===== config.mk =====
export PLATFORM = sky130hd
export DESIGN_NAME = sfc_core
export DESIGN_NICKNAME = d
export VERILOG_FILES = /design/src/core/sfc_pkg.sv /design/src/core/sfc_mem_timer.sv /design/src/core/sfc_core.sv
export VERILOG_INCLUDE_DIRS = /design/src /design/src/core
export SDC_FILE = /design/constraint.sdc
export NUM_CORES = 1
export LEC_CHECK = 0
export BUFFER_PORTS_ARGS = -buffer_cell sky130_fd_sc_hd__buf_2
export CAP_MARGIN = 0
export CORE_MARGIN = 1.5
export CORE_UTILIZATION = 55
export DETAILED_ROUTE_END_ITERATION = 8
export PLACE_DENSITY = 0.95
export SLEW_MARGIN = 20
export SYNTH_ARGS = -nofsm -noshare
export SYNTH_HDL_FRONTEND = slang
export SYNTH_SLANG_ARGS = --single-unit

===== constraint.sdc =====
create_clock -name pclk -period 5.2 [get_ports pclk]
set_input_delay 0.26 -clock pclk [delete_from_list [all_inputs] [get_ports pclk]]
set_output_delay 0.26 -clock pclk [all_outputs]
set_load 0.01 [all_outputs]

===== src/core/sfc_cfg.svh =====
// offsets, field positions, reset values and counts of the flag unit
// assumes inclusion by bare name from the package, the checker and the bench
`ifndef SFC_CFG_SVH
`define SFC_CFG_SVH

// ---------------------------------------------------------------
// register byte offsets
// ---------------------------------------------------------------
`define SFC_OFS_STATUS   12'h000
`define SFC_OFS_INSTR    12'h004
`define SFC_OFS_STATE    12'h008
`define SFC_OFS_CFG      12'h00C

// ---------------------------------------------------------------
// status register bit positions
// ---------------------------------------------------------------
`define SFC_FLG_C        0
`define SFC_FLG_Z        1
`define SFC_FLG_N        2
`define SFC_FLG_V        3
`define SFC_FLG_S        4
`define SFC_FLG_H        5
`define SFC_FLG_T        6
`define SFC_FLG_I        7

// ---------------------------------------------------------------
// instruction register fields
// ---------------------------------------------------------------
`define SFC_INS_OP_LSB   0
`define SFC_INS_OP_MSB   3
`define SFC_INS_INT_BIT  8
`define SFC_INS_EXT_BIT  9
`define SFC_INS_BASE_LSB 10
`define SFC_INS_BASE_MSB 11

// ---------------------------------------------------------------
// state and config register fields
// ---------------------------------------------------------------
`define SFC_ST_BUSY_BIT  0
`define SFC_ST_SLP_BIT   1
`define SFC_ST_CYC_LSB   8
`define SFC_ST_CYC_MSB   12
`define SFC_CFG_EW_LSB   0
`define SFC_CFG_EW_MSB   3

// ---------------------------------------------------------------
// reset values and counts
// ---------------------------------------------------------------
`define SFC_RST_FLAGS    8'h00
`define SFC_RST_EXTWAIT  4'h0
`define SFC_INSTR_CYC    5'h01
`define SFC_INTSRAM_XTRA 5'h01

`endif


===== src/core/sfc_pkg.sv =====
// types shared by the flag unit core and its cycle timer
// assumes the config header sits in the include path
`include "sfc_cfg.svh"

package sfc_pkg;

  // -------------------------------------------------------------
  // instruction codes
  // -------------------------------------------------------------
  typedef enum logic [3:0] {
    OP_NOP     = 4'h0,
    OP_SET_S   = 4'h1,
    OP_CLR_S   = 4'h2,
    OP_SET_V   = 4'h3,
    OP_CLR_V   = 4'h4,
    OP_SET_H   = 4'h5,
    OP_CLR_H   = 4'h6,
    OP_IRQ_EN  = 4'h7,
    OP_IRQ_DIS = 4'h8,
    OP_SET_T   = 4'h9,
    OP_CLR_T   = 4'hA,
    OP_BRK     = 4'hB,
    OP_SLP     = 4'hC,
    OP_WDT     = 4'hD,
    OP_MEM     = 4'hE
  } sfc_op_t;

  // -------------------------------------------------------------
  // execution states
  // -------------------------------------------------------------
  typedef enum logic [1:0] {
    ST_IDLE,
    ST_EXEC,
    ST_MEM
  } sfc_state_t;

  typedef logic [4:0] sfc_cyc_t;

endpackage


===== src/core/sfc_mem_timer.sv =====
// down counter that stretches a data memory access
// assumes load only while the core sits idle or in execute
`timescale 1ns/100ps

module sfc_mem_timer
  import sfc_pkg::*;
(
  // clock and reset
  input  wire logic          pclk,
  input  wire logic          presetn,
  input  wire logic          ce,
  // control
  input  wire logic          load,
  input  wire sfc_pkg::sfc_cyc_t load_val,
  // status
  output logic               last
);

  sfc_cyc_t remain_reg;
  sfc_cyc_t remain_next;

  // ---------------------------------------------------------------
  // next count
  // ---------------------------------------------------------------
  always_comb begin
    remain_next = remain_reg;
    if (load) begin
      remain_next = load_val;
    end else if (remain_reg != 5'h00) begin
      remain_next = remain_reg - 5'h01;
    end
  end

  // ---------------------------------------------------------------
  // count register, frozen with ce low
  // ---------------------------------------------------------------
  always_ff @(posedge pclk or negedge presetn) begin
    if (!presetn) begin
      remain_reg <= 5'h00;
    end else if (ce) begin
      remain_reg <= remain_next;
    end
  end

  // final wait cycle of the access
  assign last = (remain_reg == 5'h01);

endmodule // sfc_mem_timer


===== src/core/sfc_core.sv =====
// flag set/clear and processor control execution unit, apb slave
// assumes apb master on pclk; sleep, watchdog and debug outside
//
// Behaviour
// RULE_01 - signed flag set/clear, one cycle
// RULE_02 - overflow flag set/clear, others untouched
// RULE_03 - half carry set/clear, exactly one cycle
// RULE_04 - break: one cycle, flags unchanged
// RULE_05 - sleep: one cycle, then enter sleep
// RULE_06 - watchdog restart: one cycle, restart pulse
// RULE_07 - external memory access may exceed listed count
// RULE_08 - internal sram access adds one cycle
// RULE_09 - global interrupt enable/disable, one cycle
// RULE_10 - transfer bit set/clear; nop does nothing
//
// Design decisions made here: the register addresses and register access over APB.
`timescale 1ns/100ps

module sfc_core
  import sfc_pkg::*;
(
  // clock, reset, enable
  input  wire logic          pclk,
  input  wire logic          presetn,
  input  wire logic          ce,
  // apb slave
  input  wire logic          psel,
  input  wire logic          penable,
  input  wire logic          pwrite,
  input  wire logic [11:0]   paddr,
  input  wire logic [31:0]   pwdata,
  output logic [31:0]        prdata,
  output logic               pready,
  output logic               pslverr,
  // system side
  input  wire logic          wake_event,
  output logic [7:0]         status_register,
  output logic               busy,
  output logic               sleep_active,
  output logic               wdt_restart,
  output logic               brk_pulse
);

  import sfc_pkg::*;

  // ---------------------------------------------------------------
  // state
  // ---------------------------------------------------------------
  sfc_state_t  state_reg,   state_next;
  sfc_op_t     op_reg,      op_next;
  logic        int_reg,     int_next;
  logic        ext_reg,     ext_next;
  logic [1:0]  base_reg,    base_next;
  logic [3:0]  extw_reg,    extw_next;
  logic [7:0]  flags_reg,   flags_next;
  logic        slp_reg,     slp_next;
  logic        wdt_reg,     wdt_next;
  logic        brk_reg,     brk_next;
  sfc_cyc_t    cyc_reg,     cyc_next;
  logic [31:0] rdata_reg,   rdata_next;

  logic        acc;
  logic        wr;
  logic        hit_status;
  logic        hit_instr;
  logic        hit_state;
  logic        hit_cfg;
  logic        mapped;
  logic        instr_ok;
  logic        tmr_load;
  logic        tmr_last;
  sfc_cyc_t    mem_total;
  sfc_cyc_t    base_cyc;

  // ---------------------------------------------------------------
  // apb decode; zero wait states, ce low stalls the bus
  // ---------------------------------------------------------------
  assign acc        = psel & penable & ce;
  assign wr         = acc & pwrite;
  assign hit_status = (paddr == `SFC_OFS_STATUS);
  assign hit_instr  = (paddr == `SFC_OFS_INSTR);
  assign hit_state  = (paddr == `SFC_OFS_STATE);
  assign hit_cfg    = (paddr == `SFC_OFS_CFG);
  assign mapped     = hit_status | hit_instr | hit_state | hit_cfg;
  // new instructions refused while one runs or the core sleeps
  assign instr_ok   = (state_reg == ST_IDLE) & ~slp_reg;
  assign pready     = ce;
  assign pslverr    = psel & penable &
                      (~mapped | (pwrite & hit_instr & ~instr_ok));

  // ---------------------------------------------------------------
  // memory access length: tabulated count plus penalties
  // ---------------------------------------------------------------
  always_comb begin
    base_cyc = (base_reg == 2'b00) ? `SFC_INSTR_CYC : {3'b000, base_reg};
    if (ext_reg) begin
      mem_total = base_cyc + {1'b0, extw_reg};  // RULE_07
    end else if (int_reg) begin
      mem_total = base_cyc + `SFC_INTSRAM_XTRA;  // RULE_08
    end else begin
      mem_total = base_cyc;
    end
  end

  // extra cycles after the execute cycle
  assign tmr_load = (state_reg == ST_EXEC) & (op_reg == OP_MEM) &
                    (mem_total > `SFC_INSTR_CYC);

  sfc_mem_timer u_timer (
    .pclk     (pclk),
    .presetn  (presetn),
    .ce       (ce),
    .load     (tmr_load),
    .load_val (mem_total - `SFC_INSTR_CYC),
    .last     (tmr_last)
  );

  // ---------------------------------------------------------------
  // sequencer and instruction latch
  // ---------------------------------------------------------------
  always_comb begin
    state_next = state_reg;
    op_next    = op_reg;
    int_next   = int_reg;
    ext_next   = ext_reg;
    base_next  = base_reg;
    cyc_next   = cyc_reg;
    case (state_reg)
      ST_IDLE: begin
        if (wr & hit_instr & instr_ok) begin
          op_next    = sfc_op_t'(pwdata[`SFC_INS_OP_MSB:`SFC_INS_OP_LSB]);
          int_next   = pwdata[`SFC_INS_INT_BIT];
          ext_next   = pwdata[`SFC_INS_EXT_BIT];
          base_next  = pwdata[`SFC_INS_BASE_MSB:`SFC_INS_BASE_LSB];
          state_next = ST_EXEC;
        end
      end
      ST_EXEC: begin
        if (tmr_load) begin
          cyc_next   = mem_total;
          state_next = ST_MEM;
        end else begin
          cyc_next   = `SFC_INSTR_CYC;  // RULE_04 RULE_05 RULE_06
          state_next = ST_IDLE;
        end
      end
      ST_MEM: begin
        if (tmr_last) begin
          state_next = ST_IDLE;
        end
      end
      default: begin
        state_next = ST_IDLE;
      end
    endcase
  end

  // ---------------------------------------------------------------
  // flag updates and control pulses; instruction beats software
  // ---------------------------------------------------------------
  always_comb begin
    flags_next = flags_reg;
    wdt_next   = 1'b0;
    brk_next   = 1'b0;
    // wake clears sleep, but entering sleep in the same cycle wins
    slp_next   = slp_reg & ~wake_event;
    if (wr & hit_status) begin
      flags_next = pwdata[7:0];
    end
    if (state_reg == ST_EXEC) begin
      case (op_reg)
        OP_SET_S:   flags_next[`SFC_FLG_S] = 1'b1;  // RULE_01
        OP_CLR_S:   flags_next[`SFC_FLG_S] = 1'b0;  // RULE_01
        OP_SET_V:   flags_next[`SFC_FLG_V] = 1'b1;  // RULE_02
        OP_CLR_V:   flags_next[`SFC_FLG_V] = 1'b0;  // RULE_02
        OP_SET_H:   flags_next[`SFC_FLG_H] = 1'b1;  // RULE_03
        OP_CLR_H:   flags_next[`SFC_FLG_H] = 1'b0;  // RULE_03
        OP_IRQ_EN:  flags_next[`SFC_FLG_I] = 1'b1;  // RULE_09
        OP_IRQ_DIS: flags_next[`SFC_FLG_I] = 1'b0;  // RULE_09
        OP_SET_T:   flags_next[`SFC_FLG_T] = 1'b1;  // RULE_10
        OP_CLR_T:   flags_next[`SFC_FLG_T] = 1'b0;  // RULE_10
        OP_BRK:     brk_next = 1'b1;  // RULE_04
        OP_SLP:     slp_next = 1'b1;  // RULE_05
        OP_WDT:     wdt_next = 1'b1;  // RULE_06
        // nop and memory access keep a concurrent software write
        default:    ;  // RULE_10
      endcase
    end
  end

  // ---------------------------------------------------------------
  // register config written in the access phase, read data sampled in the setup phase
  // ---------------------------------------------------------------
  always_comb begin
    extw_next  = extw_reg;
    rdata_next = rdata_reg;
    if (wr & hit_cfg) begin
      extw_next = pwdata[`SFC_CFG_EW_MSB:`SFC_CFG_EW_LSB];
    end
    if (psel & ~penable) begin
      rdata_next = 32'h0000_0000;
      if (paddr == `SFC_OFS_STATUS) begin
        rdata_next[7:0] = flags_reg;
      end else if (paddr == `SFC_OFS_INSTR) begin
        rdata_next[`SFC_INS_OP_MSB:`SFC_INS_OP_LSB] = op_reg;
        rdata_next[`SFC_INS_INT_BIT] = int_reg;
        rdata_next[`SFC_INS_EXT_BIT] = ext_reg;
        rdata_next[`SFC_INS_BASE_MSB:`SFC_INS_BASE_LSB] = base_reg;
      end else if (paddr == `SFC_OFS_STATE) begin
        rdata_next[`SFC_ST_BUSY_BIT] = (state_reg != ST_IDLE);
        rdata_next[`SFC_ST_SLP_BIT]  = slp_reg;
        rdata_next[`SFC_ST_CYC_MSB:`SFC_ST_CYC_LSB] = cyc_reg;
      end else if (paddr == `SFC_OFS_CFG) begin
        rdata_next[`SFC_CFG_EW_MSB:`SFC_CFG_EW_LSB] = extw_reg;
      end
    end
  end

  // ---------------------------------------------------------------
  // all state registers, frozen while ce is low
  // ---------------------------------------------------------------
  always_ff @(posedge pclk or negedge presetn) begin
    if (!presetn) begin
      state_reg <= ST_IDLE;
      op_reg    <= OP_NOP;
      int_reg   <= 1'b0;
      ext_reg   <= 1'b0;
      base_reg  <= 2'b00;
      extw_reg  <= `SFC_RST_EXTWAIT;
      flags_reg <= `SFC_RST_FLAGS;
      slp_reg   <= 1'b0;
      wdt_reg   <= 1'b0;
      brk_reg   <= 1'b0;
      cyc_reg   <= 5'h00;
      rdata_reg <= 32'h0000_0000;
    end else if (ce) begin
      state_reg <= state_next;
      op_reg    <= op_next;
      int_reg   <= int_next;
      ext_reg   <= ext_next;
      base_reg  <= base_next;
      extw_reg  <= extw_next;
      flags_reg <= flags_next;
      slp_reg   <= slp_next;
      wdt_reg   <= wdt_next;
      brk_reg   <= brk_next;
      cyc_reg   <= cyc_next;
      rdata_reg <= rdata_next;
    end
  end

  // ---------------------------------------------------------------
  // outputs
  // ---------------------------------------------------------------
  assign prdata          = rdata_reg;
  assign status_register = flags_reg;
  assign busy            = (state_reg != ST_IDLE);
  assign sleep_active    = slp_reg;
  assign wdt_restart     = wdt_reg;
  assign brk_pulse       = brk_reg;

endmodule // sfc_core


==> reports/metrics.cfg <==
[setup_path]
worstPathMaxFanout = 10
reg2reg_depth = 10
crit_top_cell = ha_1
cpPeakStageDelay_ns = 0.43
cp.depth = 10
slowest_stage = dfrtp_1
startpoint_type = flip-flop
crit_buf_inv = 1
critPathRequiredTime_ns = 5.39
crit_family = simple AND/OR/NAND/NOR gates
cp_cell_sequence = nand2b_1 -> ha_1 -> inv_1 -> fa_1 -> mux2_2 -> ha_1 -> or3_1 -> o21ai_1 -> nand2_1 -> a211oi_1
endpoint_kind = flip-flop
crit_arrival_ns = 3.60
critical_path_class = flip-flop to flip-flop

[final_layout]
drive_gt1_share_pct = 25.2
area_growth_pct = 10.9
largest_register_ffs = 13
nets = 416
antenna_cells = 0
stdcell_count = 427

[floorplanning]
die_height_um = 76.4
initial_core_util_pct = 57.7
fp.dieArea_mm2 = 0.00584
io_pins = 97
die_w_um = 76.4
coreArea_mm2 = 0.00514
row_count = 26

[synth]
seq_area_frac_synth_pct = 40.5
syn_area_per_cell_um2 = 9.48
synthFlopType = dfrtp_1
synth_cell_types = 55
synth_area_leaders = dfrtp_1, mux2_2, buf_4, nand2_1, ha_1
synthArstFlopShare_pct = 100
yosysTopAreaCell = dfrtp_1
synth_area_mm2 = 0.00297
synth_top_area_share_pct = 40.5
synth_cells = 313
synth_edf_count = 0
ys_seq_elements = 48
yosysWarnings = 0

[placement]
io_buffers = 57
gp_congestion = 0.819
hpwl_um = 5110
dpl_worst_slack_ns = 1.96
place_inst = 420

[route]
wl_per_cell_um = 16.9
vias = 2600
ant_nets = 0
viasPerCell = 6.09
dr.pass1.iters = 7
drtIter0Drc = 293
wl_um = 7220
drc = 0

[sta]
fin_tns_setup_ns = 0
fin_crit_sh_pct = 65.4
slew_viol_final = 0
grt_setup_unrepaired = no
fmax_mhz = 294
max_slew_margin_pct = 47.7
holdWs_ns = -0.0436
setup_slack_ns = 1.80
hold_violations = 48
fin_skew_ns = 0.00279
tightestPinTransition_ns = 0.783
min_period_ns = 3.40
setup_violations = 0

[global_routing]
antenna_found_initial = 0
grt_pass1_vias = 2355
grt_max_degree = 49
grt_pass1_wl_um = 11700
gr-total-overflow = 0
grt_use_total_pct = 25.1

[cts]
cts-root-buf = clkbuf_8
cts.path.max_buffers = 2
ctsHtreeMaxLevel = 2
ctsResizeCount = 0
cts_num_sinks = 48
cts_tree = done
cts-hold-fix-buffers = 0
clkTransAtPathRegs_ns = 0.08
cts_made_buffers = 5
post_cts_buffers = 0
clock_latency_ns = 0.30

[pwr]
p_per_area_mw_per_mm2 = 261
peakVddDrop_v = 0.000144
p_leak_nw = 1.56

[outcome]
failed_checks = hold timing
status = finished, violations left

[flow_run]
maxCapViolations = 0

[hold_path]
hp-class = input port to async pin

==> metrics by stage <==
| stage | util (%) | instance area (um2) | total power, mW |
|---|---|---|---|
| 2_1_floorplan | - | 3030 | 0.568 |
| 3_3_place_gp | 62.1 | 3190 | 0.608 |
| 3_5_place_dp | 62.1 | 3190 | 0.615 |
| 4_1_cts | 64.0 | 3290 | 0.855 |
| 5_1_grt | 64.0 | 3290 | 0.895 |
| 6_report | 64.0 | 3290 | 0.858 |
==> synthesized netlist by cell type (2+ instances only) <==
cell type and n:
nor4_1 4, nand4b_1 2, o221ai_1 2, and3b_1 2
or4_4 3, or4_1 2, a31oi_1 3, or3_1 5
or2_2 2, nand4_1 3, nand2b_1 7, o21ai_0 13
inv_1 10, a22oi_1 8, dfrtp_1 48, mux2i_1 2
xnor2_1 4, ha_1 7, mux2_2 15, clkbuf_1 18
a211oi_1 2, buf_4 20, o31ai_1 11, o22ai_1 2
a21oi_1 6, a21o_1 2, a211o_1 2, a22o_1 9
nor3_1 7, nor2b_1 6, nor2_1 17, and4_1 3
o2bb2ai_1 2, nand2_1 36, nand3_1 7, mux4_2 2
==> layer usage <==
layer  vias to the layer above  wire length (um)  track usage, %
met5                         -                 0               0
met4                         0               124            10.0
met3                        12               489            3.95
met2                       137              3560            41.3
met1                      1259              3040            33.1
li1                       1192                 -               -
==> layout make-up <==
class                           instances  area [um2]
Clock buffer                            7        96.3
Fill cell                             409        1850
Inverter                               10        37.5
Multi-Input combinational cell        234        1570
Sequential cell                        48        1200
Tap cell                               70        87.6
Timing Repair Buffer                   58         295
==> report_power, final <==
group	total (mW)	internal [mW]	leakage, nW	switching [mW]
Sequential	0.444	0.401	0.639	0.0429
Clock	0.240	0.119	0.0503	0.121
Combinational	0.174	0.0789	0.869	0.0950
==> worst reg2reg max path, stage by stage, from the launching register on <==
cell and delay (ns):
dfrtp_1 0.43, nand2b_1 0.19, ha_1 0.21, inv_1 0.07, fa_1 0.41, mux2_2 0.33
ha_1 0.21, or3_1 0.41, o21ai_1 0.41, nand2_1 0.30, a211oi_1 0.32
==> path summary, 6_finish.rpt <==
path / startpoint / endpoint / slack, ns
worst max-delay path: base_reg[0] / u_timer.remain_reg[4] / 1.80
min in group pclk: pwdata[11] / base_reg[1] / 0.19
worst max register to register: base_reg[0] / u_timer.remain_reg[4] / 1.80
worst min-delay path: presetn / status_register[4] / -0.04
worst min register to register: prdata[10] / prdata[10] / 0.47
max in group asynchronous: presetn / int_reg / 4.81
==> kinds of logic (layout without fill, tap and decap cells) <==
group | after synthesis | after routing | share of synthesized area, %
compound gates | 69 | 69 | 16.9
fa+ha+maj | 8 | 8 | 3.63
xor+xnor | 5 | 5 | 1.48
mux | 19 | 19 | 7.89
simple gates | 114 | 114 | 20.8
buf+inv | 49 | 75 | 8.77
flops | 48 | 48 | 40.5
other cells | 1 | 19 | 0.126
==> cell usage in the layout (no fill, tap or decap), types with 3 or more instances in the layout <==
cell type	Yosys	layout
xnor2_1	4	4
mux2_2	15	15
a22oi_1	8	8
a31oi_1	3	3
buf_2	1	56
o21ai_0	13	13
nor2b_1	6	6
nor3_1	7	7
clkbuf_8	0	7
nand2_1	36	36
a21oi_1	6	6
nor4_1	4	4
or4_4	3	3
nand3_1	7	7
dfrtp_1	48	48
nand4_1	3	3
nand2b_1	7	7
ha_1	7	7
inv_1	10	10
or3_1	5	5
and4_1	3	3
o31ai_1	11	11
conb_1	1	19
a22o_1	9	9
nor2_1	17	17
Power figures use the tool's default switching activity.
